<file path="config.mk">
export PLATFORM = sky130hd
export DESIGN_NAME = sensor_cmd_response_irq_status
export DESIGN_NICKNAME = d
export VERILOG_FILES = /design/src/design/sensor_cmd_response_irq_status.v
export VERILOG_INCLUDE_DIRS = /design/src /design/src/design
export SDC_FILE = /design/constraint.sdc
export NUM_CORES = 1
export LEC_CHECK = 0
export BUFFER_PORTS_ARGS = -buffer_cell sky130_fd_sc_hd__buf_2
export CAP_MARGIN = 20
export CORE_MARGIN = 2
export CORE_UTILIZATION = 40
export DETAILED_ROUTE_END_ITERATION = 12
export GPL_TIMING_DRIVEN = 0
export PLACE_DENSITY = 0.68
export SLEW_MARGIN = 5
export SYNTH_ARGS = -nofsm -noshare
export SYNTH_HDL_FRONTEND = slang
export SYNTH_SLANG_ARGS = --single-unit
</file>
<file path="constraint.sdc">
create_clock -name clk -period 1.3 [get_ports clk]
set_input_delay 0.325 -clock clk [delete_from_list [all_inputs] [get_ports clk]]
set_output_delay 0.325 -clock clk [all_outputs]
set_load 0.01 [all_outputs]
</file>
<file path="src/design/sensor_cmd_defs.vh">
// What this block does
// [RQ1] On a command error, load the result register with a code whose top bit is set.
// [RQ2] Hold an error code until a reset or no-op command; ignore other commands. A new overflow event still replaces a held code.
// [RQ3] Autonomous measurement keeps running while an error is held.
// [RQ4] Without error the result reads 0x00-0x0f; low nibble counts executed commands, wrapping.
// [RQ5] Host confirms each command by watching the rollover counter change.
// [RQ6] Unrecognised command gives the invalid-command code 0x80.
// [RQ7] Proximity channel one, two, three overflow give 0x88, 0x89, 0x8a.
// [RQ8] Visible, infrared and auxiliary overflow give 0x8c, 0x8d, 0x8e.
// [RQ9] Flags: command bit 5, proximity three/two/one bits 4/3/2, ambient 1:0, 7:6 reserved.
// [RQ10] Interrupt output asserts when any flag and its enable bit are both set.
// [RQ11] In mode 0 a set flag stays until the host writes one to its bit.
// [RQ12] In mode 1 flags clear automatically, except proximity channels with mode 11.
// [RQ13] Host reads both visible result bytes after interrupt, before next measurement.
// [RQ14] Only a write to the command register wakes the device from standby.
// [RQ15] In mode 0 writing zero keeps a flag; reading never alters flags.
`ifndef SENSOR_CMD_DEFS_VH
`define SENSOR_CMD_DEFS_VH
`define ADDR_COMMAND_RESULT 8'h20
`define ADDR_INTERRUPT_FLAGS 8'h21
`define ADDR_VIS_LOW 8'h22
`define ADDR_VIS_HIGH 8'h23
`define ADDR_COMMAND 8'h18
`define RESULT_RESET 8'h00
`define FLAGS_RESET 8'h00
`define ERR_INVALID_CMD 8'h80
`define ERR_PROX_ONE 8'h88
`define ERR_PROX_TWO 8'h89
`define ERR_PROX_THREE 8'h8a
`define ERR_VIS 8'h8c
`define ERR_IR 8'h8d
`define ERR_AUX 8'h8e
`define FLAG_CMD_BIT 5
`define FLAG_PROX3_BIT 4
`define FLAG_PROX2_BIT 3
`define FLAG_PROX1_BIT 2
`define FLAG_AMB_HI 1
`define FLAG_AMB_LO 0
`define FLAG_MASK 8'h3f
`define PROX_MODE_KEEP 2'h3
`define CMD_NOP 8'h00
`define CMD_RESET 8'h01
`endif

</file>
<file path="src/design/sensor_cmd_response_irq_status.v">
`include "sensor_cmd_defs.vh"
module sensor_cmd_response_irq_status (
  input wire clk,
  input wire resetn,
  input wire reg_wr,
  input wire reg_rd,
  input wire [7:0] reg_addr,
  input wire [7:0] reg_wdata,
  output reg [7:0] reg_rdata,
  output reg cmd_valid,
  output reg [7:0] cmd_code,
  output reg wake,
  input wire cmd_done,
  input wire cmd_known,
  input wire [6:0] overflow_event,
  input wire [5:0] flag_event,
  input wire [5:0] irq_enable,
  input wire interrupt_mode,
  input wire mode_auto_clear,
  input wire [5:0] proximity_interrupt_mode,
  input wire vis_valid,
  input wire [15:0] vis_data,
  output reg int_out,
  output reg error_held
);
  // ====================
  // Reset release
  reg [1:0] rst_sync_q;
  wire rst_n;

  always @(posedge clk or negedge resetn) begin
    if (!resetn) begin
      rst_sync_q <= 2'h0;
    end else begin
      rst_sync_q <= {rst_sync_q[0], 1'b1};
    end
  end

  // Internal reset follows the second stage only
  assign rst_n = rst_sync_q[1];

  // ====================
  // Decode helpers
  function addr_hit;
    input [7:0] addr;
    input [7:0] target;
    begin
      addr_hit = (addr == target);
    end
  endfunction

  function clear_code;
    input [7:0] code;
    begin
      clear_code = (code == `CMD_NOP) || (code == `CMD_RESET);
    end
  endfunction

  // Lowest overflow bit wins
  function [7:0] overflow_code;
    input [6:0] ev;
    begin
      if (ev[0]) begin
        overflow_code = `ERR_PROX_ONE;
      end else if (ev[1]) begin
        overflow_code = `ERR_PROX_TWO;
      end else if (ev[2]) begin
        overflow_code = `ERR_PROX_THREE;
      end else if (ev[3]) begin
        overflow_code = `ERR_VIS;
      end else if (ev[4]) begin
        overflow_code = `ERR_IR;
      end else if (ev[5]) begin
        overflow_code = `ERR_AUX;
      end else begin
        overflow_code = `ERR_INVALID_CMD;
      end
    end
  endfunction

  // Proximity flag survives auto clear when its mode is 11
  function [5:0] keep_mask;
    input [5:0] pim;
    begin
      keep_mask = 6'h00;
      keep_mask[`FLAG_PROX1_BIT] = (pim[1:0] == `PROX_MODE_KEEP);
      keep_mask[`FLAG_PROX2_BIT] = (pim[3:2] == `PROX_MODE_KEEP);
      keep_mask[`FLAG_PROX3_BIT] = (pim[5:4] == `PROX_MODE_KEEP);
    end
  endfunction

  // ====================
  // Register strobes
  reg [7:0] result_q, result_d;
  reg pend_q;
  wire is_clear_cmd;
  wire cmd_write;
  wire flag_write;
  wire vis_low_write;
  wire vis_high_write;
  // Error bits above the counter stay zero
  wire [3:0] count_next;

  assign cmd_write = reg_wr && addr_hit(reg_addr, `ADDR_COMMAND);
  assign flag_write = reg_wr && addr_hit(reg_addr, `ADDR_INTERRUPT_FLAGS);
  assign vis_low_write = reg_wr && addr_hit(reg_addr, `ADDR_VIS_LOW);
  assign vis_high_write = reg_wr && addr_hit(reg_addr, `ADDR_VIS_HIGH);
  assign is_clear_cmd = clear_code(reg_wdata);
  assign count_next = result_q[3:0] + 4'h1;

  // ====================
  // Result events
  wire clear_now;
  wire overflow_now;
  wire done_now;

  assign clear_now = cmd_write && result_q[7] && is_clear_cmd;
  assign overflow_now = |overflow_event[5:0];
  assign done_now = cmd_done && pend_q && !result_q[7];

  // ====================
  // Command result
  always @* begin
    result_d = result_q;
    // Clear command zeroes the result only while an error is held
    if (clear_now) begin
      result_d = `RESULT_RESET; // [RQ2]
    end else if (overflow_now) begin
      result_d = overflow_code(overflow_event); // [RQ1] [RQ7] [RQ8]
    end else if (done_now) begin
      if (!cmd_known) begin
        result_d = `ERR_INVALID_CMD; // [RQ6]
      end else begin
        result_d = {4'h0, count_next}; // [RQ4]
      end
    end
  end

  always @(posedge clk or negedge rst_n) begin
    if (!rst_n) begin
      result_q <= `RESULT_RESET;
    end else begin
      result_q <= result_d;
    end
  end

  // Mirror of the result's error bit
  always @(posedge clk or negedge rst_n) begin
    if (!rst_n) begin
      error_held <= 1'b0;
    end else begin
      error_held <= result_d[7]; // [RQ1]
    end
  end

  // ====================
  // Command handshake
  // Any command register write wakes the sequencer
  always @(posedge clk or negedge rst_n) begin
    if (!rst_n) begin
      wake <= 1'b0;
    end else begin
      wake <= cmd_write; // [RQ14]
    end
  end

  // Commands are refused while an error is held
  always @(posedge clk or negedge rst_n) begin
    if (!rst_n) begin
      cmd_valid <= 1'b0;
    end else begin
      cmd_valid <= cmd_write && !result_q[7]; // [RQ2]
    end
  end

  always @(posedge clk or negedge rst_n) begin
    if (!rst_n) begin
      cmd_code <= 8'h00;
    end else if (cmd_write && (!result_q[7] || is_clear_cmd)) begin
      cmd_code <= reg_wdata; // [RQ2]
    end
  end

  // Completion counts only for a command still pending
  always @(posedge clk or negedge rst_n) begin
    if (!rst_n) begin
      pend_q <= 1'b0;
    end else if (cmd_write) begin
      pend_q <= !result_q[7];
    end else if (cmd_done) begin
      pend_q <= 1'b0;
    end
  end

  // ====================
  // Interrupt flags
  reg [5:0] flags_q;
  wire [5:0] flags_d;
  wire [5:0] keep;
  wire auto_clear;

  assign keep = keep_mask(proximity_interrupt_mode);
  assign auto_clear = interrupt_mode && mode_auto_clear;

  // Host write of one clears a flag in mode 0; an event wins
  genvar g;
  generate
    for (g = 0; g < 6; g = g + 1) begin : g_flag
      reg flag_d;
      always @* begin
        flag_d = flags_q[g];
        if (!interrupt_mode && flag_write && reg_wdata[g]) begin
          flag_d = 1'b0; // [RQ11] [RQ15]
        end
        if (auto_clear && !keep[g]) begin
          flag_d = 1'b0; // [RQ12]
        end
        if (flag_event[g]) begin
          flag_d = 1'b1; // [RQ9]
        end
      end
      assign flags_d[g] = flag_d;
    end
  endgenerate

  always @(posedge clk or negedge rst_n) begin
    if (!rst_n) begin
      flags_q <= 6'h00;
    end else begin
      flags_q <= flags_d;
    end
  end

  // ====================
  // Interrupt output
  // Follows the next flag state so it rises with the flag
  always @(posedge clk or negedge rst_n) begin
    if (!rst_n) begin
      int_out <= 1'b0;
    end else begin
      int_out <= |(flags_d & irq_enable); // [RQ10]
    end
  end

  // ====================
  // Visible result bytes
  wire [15:0] vis_q;
  wire [1:0] vis_byte_write;

  assign vis_byte_write = {vis_high_write, vis_low_write};

  // Hardware result wins over a host write in the same cycle
  generate
    for (g = 0; g < 2; g = g + 1) begin : g_vis
      reg [7:0] byte_q;
      always @(posedge clk or negedge rst_n) begin
        if (!rst_n) begin
          byte_q <= 8'h00;
        end else if (vis_valid) begin
          byte_q <= vis_data[8*g+7 -: 8]; // [RQ3]
        end else if (vis_byte_write[g]) begin
          byte_q <= reg_wdata;
        end
      end
      assign vis_q[8*g+7 -: 8] = byte_q;
    end
  endgenerate

  // ====================
  // Read path
  reg [7:0] rdata_d;

  always @* begin
    rdata_d = 8'h00;
    case (reg_addr)
      `ADDR_COMMAND_RESULT: begin
        rdata_d = result_q; // [RQ4]
      end
      `ADDR_INTERRUPT_FLAGS: begin
        rdata_d = {2'h0, flags_q}; // [RQ9]
      end
      `ADDR_VIS_LOW: begin
        rdata_d = vis_q[7:0];
      end
      `ADDR_VIS_HIGH: begin
        rdata_d = vis_q[15:8];
      end
      default: begin
        rdata_d = 8'h00;
      end
    endcase
  end

  // Reads never touch the flags; data holds until the next read
  always @(posedge clk or negedge rst_n) begin
    if (!rst_n) begin
      reg_rdata <= 8'h00;
    end else if (reg_rd) begin
      reg_rdata <= rdata_d; // [RQ15]
    end
  end
endmodule // sensor_cmd_response_irq_status

</file>
==> impl_results.md, run 1 <==
- Post-synth top cells: dfrtp_1, nand2_1, a21oi_1
- GRT Total Usage: 0.202
- Final setup TNS: -2.33 ns
- Final WL: a little over 7000 µm
- DIE AREA: 7120 µm²
- Max Fclk: 665 MHz
- Dpl cell area: 3160 µm²
- Number of buffers created by CTS: 5
- PortBufs: roughly 80
- Cell Count, Final, Fillers Out: 435
- Worst EP required: 1.50 ns
- Synth Cell Area: 2580 µm²
- DRC: 0
- Clock Path Buffers: 2
- Most common cell in the synthesized netlist: dfrtp_1
- 1st-pass router iterations: 4
- Critical path class: input port to register
- Yosys top cell area share: 0.475
- Placed insts: 404
- Worst-path fanout max: 4
- Period Utilization, post-route: 1.16
- Number of antenna violations at the first check in global routing: 0
- Combinational power share: 0.174
- Post-route design area: 3670 µm²
- H-tree level count: 2
- Post-synth cell types: between 50 and 60
- Vias per cell: 5.31
- Via count: 2,308
- Largest net degree at the start of global routing: 48
- PwrDens: 857 nW/µm²
- Min-delay src: vis_data[5]
- R2r startpoint: result_q[0]$_DFFE_PN0P_
- Unrepaired setup endpoints after global routing: true
- Arrival time worst endpoint: 1.71 ns
- Core ar.: 6310 µm²
- Status: finished, violations left
- Top Ports: 86
- Die Wd: 84.4 µm
- Post-Syn Instances: about 250
- Leakage: approximately 1.8 nW
- Violated checks: negative setup slack
- Maximum vdd drop: 0.000651 V
- Synth area leader: dfrtp_1
- Min cycle time layout: 1.50 ns
- Max Slew Vio Count: 0
- Core Rows: 29
- Fin Clk Skew: 0.00680 ns
- Post-Syn Nets: 313
- Gp weighted congestion: 0.818
- Startpoint Class: input port
- Die Span Y: 84.4 µm
- Layout cell share with drive strength beyond 1: 0.511
- Area Overhead vs Synth: 42.0%
- Largest cells by area after synthesis: dfrtp_1, mux2_2, mux2i_1
- # diodes: 0
- Post-synthesis async set-or-reset flop share: 1.00
- Clock power frac: 0.301
- Synthesis-stage register bit count: 49
- Reg power frac: 0.525
- Layout fillers: 569
- Vias in the first global route: 2,217
- Nets: roughly 420
- Hold Vio Cnt, Final: 0
- Post-synth EDFFs: 0
- Synthesized area per cell: 10.5 µm²
- Initial Utilization: 0.409
- Detail Route Antenna Nets: 0
- Sequential area share after synthesis: 0.475
- Dpl hpwl: about 5100 µm
- Initial DRC Count: 102
- Critical Path Start: reg_addr[3]
- Setup WS pre-CTS: -0.734 ns
- Wire per inst: 16.4 µm
- Skew-Pair Late Insertion Delay: about 0.32 ns
- Ys Warns: 0
- Final worst setup slack: -0.203 ns
- Clock Sinks: 49
- Sw Ratio: 0.278
- HP Class: input port to register
- Kind of end point of the critical path: register
- Final setup violation count: 18
- Ys flop type: dfrtp_1
- Switch Pwr: 0.875 mW
- Global-route wire length before repair: roughly 11,000 µm
- TritonCTS clock tree: built
- Max-cap violations: 0
- Slew Limit Headroom: 0.616
- Grt total ovfl: 0
- Int Power: 2.27 mW
- Slew @ Worst Pin: 0.576 ns
- Root buf cell: clkbuf_8
- Worst-path clk slew: 0.09 ns
cell type report:
cell class                      count  area (µm²)  share of cell area
Buffer                              8        53.8              0.0147
Clock buffer                        5        68.8              0.0188
Clock inverter                      3        21.3             0.00580
Inverter                           15        56.3              0.0153
Multi-Input combinational cell    172        1460               0.397
Sequential cell                    49        1230               0.335
Tap cell                           77        96.3              0.0263
Timing Repair Buffer              106         686               0.187
critical path, stage by stage:
cell,delay (ns)
buf_6,0.10
nor3b_4,0.27
and3_4,0.24
buf_6,0.09
nand3_4,0.10
mux2_4,0.31
mux2_4,0.27
per-stage QoR:
step	total power [mW]	utilization	hold WS (ns)
floorplan	1.92	-	0.0294
global placement	2.11	0.501	0.110
detailed placement	2.12	0.501	0.111
CTS	3.10	0.554	0.207
global route	3.27	0.581	0.224
finish	3.14	0.581	0.220
cell usage in the layout (no fill, tap or decap), types with 6 or more instances in the layout:
cell type   n
a21oi_1    14
buf_2      75
mux2_2     12
buf_4      16
inv_1      12
o21ai_1     9
o22ai_1     7
dfrtp_1    47
buf_6      17
nor2_1     10
mux2i_1    10
nand2_1    19
mux2_4      6
timing repair:
action                                  in CTS  in global routing
gates cloned                                 0                  0
endpoints found under the setup margin      28                 28
pin swaps                                   14                  9
resized for setup                           24                 29
hold buffers                                 1                  0
endpoints found under the hold margin        2                  0
buffers inserted                            17                  8
routing by layer:
layer	routed length, µm	track usage	vias to the layer above	part of all wire
li1	-	-	1117	-
met1	3250	0.279	1112	0.46
met2	3430	0.328	68	0.48
met3	353	0.0452	11	0.050
met4	85	0.0476	0	0.012
met5	0	0	-	0
power groups by stage:
stage / registers, mW / clock network (mW) / logic, mW
6_report: 1.65 / 0.946 / 0.546
5_1_grt: 1.66 / 1.01 / 0.597
4_1_cts: 1.67 / 0.955 / 0.480
3_5_place_dp: 1.70 / 0 / 0.424
3_3_place_gp: 1.69 / 0 / 0.416
2_1_floorplan: 1.67 / 0 / 0.243
sequential cells by signal (all words and copies together), names as in the netlist:
name / cells
wake: 1
pend_q: 1
int_out: 1
cmd_code: 8
reg_rdata: 8
result_q: 5
g_vis.byte_q: 16
cmd_valid: 1
rst_sync_q: 2
flags_q: 6
cell families after synthesis:
| group | Yosys count | synth area share |
|---|---|---|
| and+or+nand+nor | 74 | 0.173 |
| adders and majority gates | 1 | 0.00484 |
| other | 1 | 0.00145 |
| muxes | 32 | 0.152 |
| AOI/OAI and AO/OA | 64 | 0.154 |
| buffers and inverters | 25 | 0.0392 |
| DFF | 49 | 0.475 |
worst paths after layout:
path | slack [ns] | depth (start not counted) | endpoint
worst max-delay path | -0.20 | 7 | g_vis[1].byte_q[0]$_DFFE_PN0P_
worst min-delay path | 0.22 | 3 | g_vis[0].byte_q[5]$_DFFE_PN0P_
worst max register to register | -0.18 | 5 | result_q[2]$_DFFE_PN0P_
max in group asynchronous | 0.49 | 1 | result_q[0]$_DFFE_PN0P_
worst min register to register | 0.27 | 0 | flags_q[3]$_DFF_PN0_
min in group asynchronous | 0.27 | 0 | flags_q[3]$_DFF_PN0_
(Power assumes the default switching activity.)
==> inputs of run 2 (changes only) <==
--- a/config.mk
+++ b/config.mk
@@ -12,7 +12,7 @@
 export CORE_UTILIZATION = 40
 export DETAILED_ROUTE_END_ITERATION = 12
 export GPL_TIMING_DRIVEN = 0
-export PLACE_DENSITY = 0.68
+export PLACE_DENSITY = 0.66
 export SLEW_MARGIN = 5
 export SYNTH_ARGS = -nofsm -noshare
 export SYNTH_HDL_FRONTEND = slang
==> constraint.sdc (replaced) <==
create_clock -name clk -period 1.5 [get_ports clk]
set_input_delay 0.375 -clock clk [delete_from_list [all_inputs] [get_ports clk]]
set_output_delay 0.375 -clock clk [all_outputs]
set_load 0.01 [all_outputs]
==> impl_results.md, run 2 (synthesized netlist as in run 1, its figures left out) <==
- H-tree level count: 2 (unchanged)
- Final WL: 6990 µm (-1.8%)
- R2r startpoint: result_q[1]$_DFFE_PN0P_
- Area Overhead vs Synth: 36.0%
- # diodes: 0 (unchanged)
- Number of buffers created by CTS: 5 (unchanged)
- Dpl cell area: 3160 µm² (about the same)
- Global-route wire length before repair: 11,300 µm (-1.1%)
- Initial Utilization: 0.409 (unchanged)
- Dpl hpwl: 5060 µm (about the same)
- Final setup violation count: 5 (-13)
- Unrepaired setup endpoints after global routing: true
- Core Rows: 29 (unchanged)
- Critical path class: input port to register
- Wire per inst: 16.4 µm (about the same)
- Die Span Y: 84.4 µm (unchanged)
- Reg2Reg Capture Point: result_q[2]$_DFFE_PN0P_
- Root buf cell: clkbuf_8
- Status: finished, violations left
- Maximum vdd drop: 0.000416 V (-36%)
- Arrival time worst endpoint: 1.72 ns (about the same)
- Leakage: 1.70 nW (-3.8%)
- Worst-path clk slew: 0.09 ns (about the same)
- Violated checks: negative setup slack
- CP peak stage delay: 0.47 ns (+0.16 ns)
- Worst EP required: 1.68 ns (+0.18 ns)
- PortBufs: 81 (unchanged)
- Setup WS pre-CTS: -0.573 ns (+0.160 ns)
- Skew-Pair Late Insertion Delay: 0.30 ns (-0.02 ns)
- R2R cell count: 5 (unchanged)
- Clock Path Buffers: 2 (unchanged)
- Clock Sinks: 49 (unchanged)
- HP Class: register to async pin
- Core ar.: 6310 µm² (unchanged)
- DRC: 0 (unchanged)
- Min cycle time layout: about 1.5 ns
- Top Registers: g_vis.byte_q: 16 flops, cmd_code: 8 flops, reg_rdata: 8 flops
- Gp weighted congestion: 0.755 (-7.6%)
- PwrDens: 810 nW/µm² (-5.5%)
- Final Util: 0.556 (-0.0246)
- Final worst setup slack: -0.0422 ns (+0.161 ns)
- Grt total ovfl: 0 (unchanged)
- Max reg flops: 16 (unchanged)
- Kind of end point of the critical path: register
- Max Fclk: around 650 MHz
- Detail Route Antenna Nets: 0 (unchanged)
- Vias in the first global route: 2,284 (+3.0%)
- TritonCTS clock tree: built
- Critical Path, Cell by Cell: buf_6, or3_4, or4_4, nand2b_4, o21bai_1, a2111oi_2
- Number of antenna violations at the first check in global routing: 0 (unchanged)
- DIE AREA: 7120 µm² (unchanged)
- Startpoint Class: input port
- Fin Clk Skew: 0.00227 ns (-0.00452 ns)
- Period Utilization, post-route: 1.03
- Worst-path fanout max: 6 (+2)
- Commonest non-fill, non-tap cells in the layout: buf_2, dfrtp_1, nand2_1
- Post-route design area: 3510 µm² (-4.2%)
- Layout cell share with drive strength beyond 1: 0.466 (-0.0455)
- Via count: 2,314 (+0.26%)
- Die Wd: 84.4 µm (unchanged)
- Slowest CP cell: or4_4
- 1st-pass router iterations: 4 (unchanged)
- GRT Total Usage: 0.201 (-0.00116)
- Most common cell after layout, fill and taps aside: buf_2
- Max Slew Vio Count: 0 (unchanged)
- Placed insts: 405 (+0.25%)
- Cell Count, Final, Fillers Out: 427 (-1.8%)
- Largest register by flop count: g_vis.byte_q
- Hold Vio Cnt, Final: 0 (unchanged)
- Max-cap violations: 0 (unchanged)
- Largest net degree at the start of global routing: 39 (-19%)
- Initial DRC Count: 82 (-20%)
- Setup slack, reg-to-reg: 0.03 ns (+0.21 ns)
- Top Ports: 86 (unchanged)
- Nets: 416 (-1.9%)
- Vias per cell: 5.42 (+2.1%)
run 2: timing repair:
| action | 4_1_cts | 5_1_grt |
|---|---|---|
| gates resized for setup | 15 | 17 |
| endpoints found under the hold margin | 2 | 0 |
| pin swaps | 5 | 3 |
| buffers inserted | 14 | 1 |
| endpoints found under the setup margin | 19 | 24 |
| hold buffers | 1 | 0 |
run 2: worst max-delay path: cells and delay by family:
kind / cells / cell delay, ns
buffers and inverters: 1 / 0.10
AO/OA/AOI/OAI: 2 / 0.24
AND/OR/NAND/NOR: 3 / 1.01
run 2: worst max-delay path by stage:
stage / start / endpoint / slack (ns) / cells after the start
after CTS: reg_addr[2] / g_vis[1].byte_q[7]$_DFFE_PN0P_ / -0.02 / 7
after detailed placement: reg_addr[6] / g_vis[1].byte_q[7]$_DFFE_PN0P_ / -0.57 / 7
after global placement: reg_addr[6] / g_vis[1].byte_q[7]$_DFFE_PN0P_ / -0.54 / 7
final: overflow_event[3] / result_q[1]$_DFFE_PN0P_ / -0.04 / 6
after global routing: result_q[1]$_DFFE_PN0P_ / result_q[2]$_DFFE_PN0P_ / -0.12 / 6
after floorplan: reg_addr[6] / g_vis[1].byte_q[7]$_DFFE_PN0P_ / -0.29 / 6
run 2: through the flow:
step | TNS (ns) | total power, mW | hold WS [ns]
final | -0.0787 | 2.85 | 0.136
after CTS | -0.0231 | 2.84 | 0.142
after floorplan | -1.54 | 1.66 | 0.0794
after global placement | -34.53 | 1.83 | 0.161
after detailed placement | -10.91 | 1.84 | 0.137
after global routing | -0.429 | 2.98 | 0.157
run 2: power breakdown:
group / internal [mW] / switching (mW)
sequential: 1.38 / 0.0413
clock: 0.544 / 0.435
combinational: 0.229 / 0.214
run 2: layout make-up:
| cell class | instances | area (µm²) |
|---|---|---|
| Clock buffer | 7 | 86.3 |
| Timing Repair Buffer | 98 | 597 |
| Clock inverter | 1 | 30.0 |
| Buffer | 8 | 37.5 |
| Fill cell | 577 | 2800 |
| Sequential cell | 49 | 1230 |
| Multi-Input combinational cell | 172 | 1380 |
| Inverter | 15 | 56.3 |
| Tap cell | 77 | 96.3 |
run 2: metal layers:
metal,wire length (µm),track usage,share of wire
met5,0,0,0
met4,180,0.0765,0.026
met1,3040,0.261,0.43
met3,397,0.0560,0.057
met2,3370,0.322,0.48
==> inputs of run 3 (changes only) <==
--- a/config.mk
+++ b/config.mk
@@ -6,13 +6,14 @@
 export SDC_FILE = /design/constraint.sdc
 export NUM_CORES = 1
 export LEC_CHECK = 0
+export ABC_AREA = 1
 export BUFFER_PORTS_ARGS = -buffer_cell sky130_fd_sc_hd__buf_2
 export CAP_MARGIN = 20
 export CORE_MARGIN = 2
 export CORE_UTILIZATION = 40
 export DETAILED_ROUTE_END_ITERATION = 12
 export GPL_TIMING_DRIVEN = 0
-export PLACE_DENSITY = 0.66
+export PLACE_DENSITY = 0.65
 export SLEW_MARGIN = 5
 export SYNTH_ARGS = -nofsm -noshare
 export SYNTH_HDL_FRONTEND = slang
==> impl_results.md, run 3 <==
- Status: finished, final reports clean
- Vias in the first global route: 2,380 (+4.2%)
- Core ar.: 6420 µm² (+1.7%)
- Post-synth EDFFs: 0 (unchanged)
- Root buf cell: clkbuf_8
- Initial DRC Count: 83 (+1.2%)
- Hold Vio Cnt, Final: 0 (unchanged)
- Nets: 481 (+16%)
- Slowest CP cell: nand4_2
- Most common cell in the synthesized netlist: nand2_1
- Top Usage Layer GRT: met2
- Min cycle time layout: 1.40 ns (-0.139 ns)
- Register area: 1230 µm² (-0.20%)
- Cell Count, Final, Fillers Out: 492 (+15%)
- Largest net degree at the start of global routing: 31 (-21%)
- Yosys top cell area share: 0.456 (-0.0188)
- Largest cells by area after synthesis: dfrtp_1, nand2_1, inv_1
- Clock Path Buffers: 2 (unchanged)
- GRT Total Usage: 0.187 (-0.0142)
- Sequential area share after synthesis: 0.456 (-0.0188)
- Number of antenna violations at the first check in global routing: 0 (unchanged)
- DRC: 0 (unchanged)
- Critical Path, Cell by Cell: buf_2, inv_2, nand2_2, nor2_8, nand4_2, nor2_2, inv_2, nand2_4, inv_4, nand2_2, o21ai_2
- Grt total ovfl: 0 (unchanged)
- Top Ports: 86 (unchanged)
- Detail Route Antenna Nets: 0 (unchanged)
- Core Rows: 29 (unchanged)
- Postcts setup bufs: 0 (-14)
- Critical path class: input port to register
- DIE AREA: 7400 µm² (+3.9%)
- Final WL: 6450 µm (-7.8%)
- Kind of end point of the critical path: register
- Synth area leader: dfrtp_1
- GR Util met3: 0.0269 (-0.0291)
- Wire per inst: 13.1 µm (-20%)
- Multi-input gate area: 1230 µm² (-11%)
- Clock Sinks: 49 (unchanged)
- Synthesized area per cell: 8.35 µm² (-20%)
- Worst-path clk slew: 0.09 ns (about the same)
- Maximum vdd drop: 0.000373 V (-10%)
- Initial Utilization: 0.419 (+0.00962)
- Final setup violation count: 0 (-5)
- Worst-path fanout max: 8 (+2)
- Leakage: 1.87 nW (+9.9%)
- 1st-pass router iterations: 4 (unchanged)
- Worst EP required: 1.68 ns (about the same)
- Synth Cell Area: 2690 µm² (+4.1%)
- Pwr Total: 2.56 mW (-10%)
- Die Wd: 86.0 µm (+1.9%)
- Post-route design area: 3320 µm² (-5.6%)
- PwrDens: 771 nW/µm² (-4.8%)
- Fin Clk Skew: 0.0114 ns (+0.00912 ns)
- Startpoint Class: input port
- Post-synth top cells: nand2_1, dfrtp_1, inv_1
- TritonCTS clock tree: built
- Period Utilization, post-route: 0.935 (-0.0930)
- Die Span Y: 86.0 µm (+1.9%)
- Post-Syn Instances: 322 (+31%)
- Number of buffers created by CTS: 5 (unchanged)
- Max Fclk: 713 MHz (+9.9%)
- Max-cap violations: 0 (unchanged)
- Ys flop type: dfrtp_1
- HP Class: register to async pin
- Max reg flops: 16 (unchanged)
- PortBufs: 83 (+2.5%)
- Ys Warns: 0 (unchanged)
- Synthesis-stage register bit count: 49 (unchanged)
- Layout cell share with drive strength beyond 1: 0.342 (-0.124)
- Skew-Pair Late Insertion Delay: 0.30 ns (about the same)
- Delay-heaviest family, CP: simple AND/OR/NAND/NOR gates
- Gp weighted congestion: 0.812 (+7.5%)
- Dpl cell area: 3220 µm² (+2.0%)
- Commonest non-fill, non-tap cells in the layout: buf_2, nand2_1, dfrtp_1
- H-tree level count: 2 (unchanged)
- Arrival time worst endpoint: 1.59 ns (-0.13 ns)
- Buf/Inv on CP: 4 (+3)
- Post-Syn Nets: 389 (+24%)
- CP peak stage delay: 0.23 ns (-0.24 ns)
- Post-synth cell types: 34 (-33%)
- Area Overhead vs Synth: 23.3%
- Most common cell after layout, fill and taps aside: buf_2
- Largest register by flop count: g_vis.byte_q
- Top Registers: g_vis.byte_q: 16 flops, cmd_code: 8 flops, reg_rdata: 8 flops
- Post-synthesis async set-or-reset flop share: 1.00 (unchanged)
- Layout fillers: 653 (+13%)
- Vias per cell: 4.71 (-13%)
- Dpl hpwl: 5290 µm (+4.6%)
- Met1 usage: 0.259 (-0.00261)
- Placed insts: 483 (+19%)
- # diodes: 0 (unchanged)
- Max Slew Vio Count: 0 (unchanged)
- Met2 Use GR: 0.303 (-0.0188)
- Unrepaired setup endpoints after global routing: false
- Global-route wire length before repair: 10,800 µm (-4.9%)
- Via count: 2,319 (+0.22%)
run 3: cell count changes in the layout (fill, tap and decap cells not counted), moves of 7 or more:
cell and delta:
nand3_1 +7, inv_1 +31, nor2_1 +14, mux2i_1 -10, buf_6 -9, buf_4 -13
mux2_2 -13, nand2_1 +50, nand2_2 +8, nor2_2 +8
run 3: final timing paths:
path	start	to	slack [ns]	depth (start not counted)
setup reg to reg	result_q[7]$_DFFE_PN0P_	cmd_code[3]$_DFFE_PN0P_	0.23	4
setup / recovery	reg_addr[4]	g_vis[1].byte_q[4]$_DFFE_PN0P_	0.1	11
hold reg to reg	rst_sync_q[1]$_DFF_PN0_	cmd_code[0]$_DFFE_PN0P_	0.21	0
min in group clk	flag_event[4]	flags_q[4]$_DFF_PN0_	0.27	3
hold / removal	rst_sync_q[1]$_DFF_PN0_	cmd_code[0]$_DFFE_PN0P_	0.21	0
max in group asynchronous	rst_sync_q[1]$_DFF_PN0_	reg_rdata[7]$_DFFE_PN0P_	0.77	1
run 3: area by class of cell:
cell class / instances / area share
inverter: 53 / 0.0615
clock inverter: 1 / 0.00226
buffer: 4 / 0.00943
tap: 77 / 0.0290
timing repair buffer: 85 / 0.134
clock buffer: 7 / 0.0230
multi-input combinational: 216 / 0.370
sequential: 49 / 0.370
run 3: timing repair:
item                                   CTS  global route
endpoints found under the hold margin    2             0
gates resized for setup                  0             0
hold buffers                             1             0
run 3: kinds of logic after synthesis:
family                   Yosys count  share of synthesized area
buffers and inverters             57                     0.0874
multiplexers                       3                     0.0126
adder cells (fa/ha/maj)            1                    0.00465
AO/OA/AOI/OAI                     65                      0.143
flip-flops                        49                      0.456
XOR/XNOR                           2                    0.00651
AND/OR/NAND/NOR                  144                      0.288
other                              1                    0.00139
run 3: per-layer routing:
layer	part of all wire	vias to the layer above
met3	0.052	7
met1	0.48	1027
met5	0	-
li1	-	1214
met4	0.012	0
met2	0.46	71
run 3: power breakdown:
group          leakage, nW  internal (mW)  switching (mW)
logic                 1.22          0.150           0.222
clock network       0.0385          0.331           0.431
registers            0.610           1.38          0.0384
run 3: stage by stage:
stage	setup WS, ns	utilization	hold slack [ns]	TNS, ns
global route	0.0115	0.516	0.253	0
global placement	-0.542	0.499	0.160	-28.36
CTS	0.0932	0.516	0.224	0
finish	0.0972	0.516	0.210	0
detailed placement	-0.235	0.502	0.164	-3.73
floorplan	0.0351	-	0.0794	0
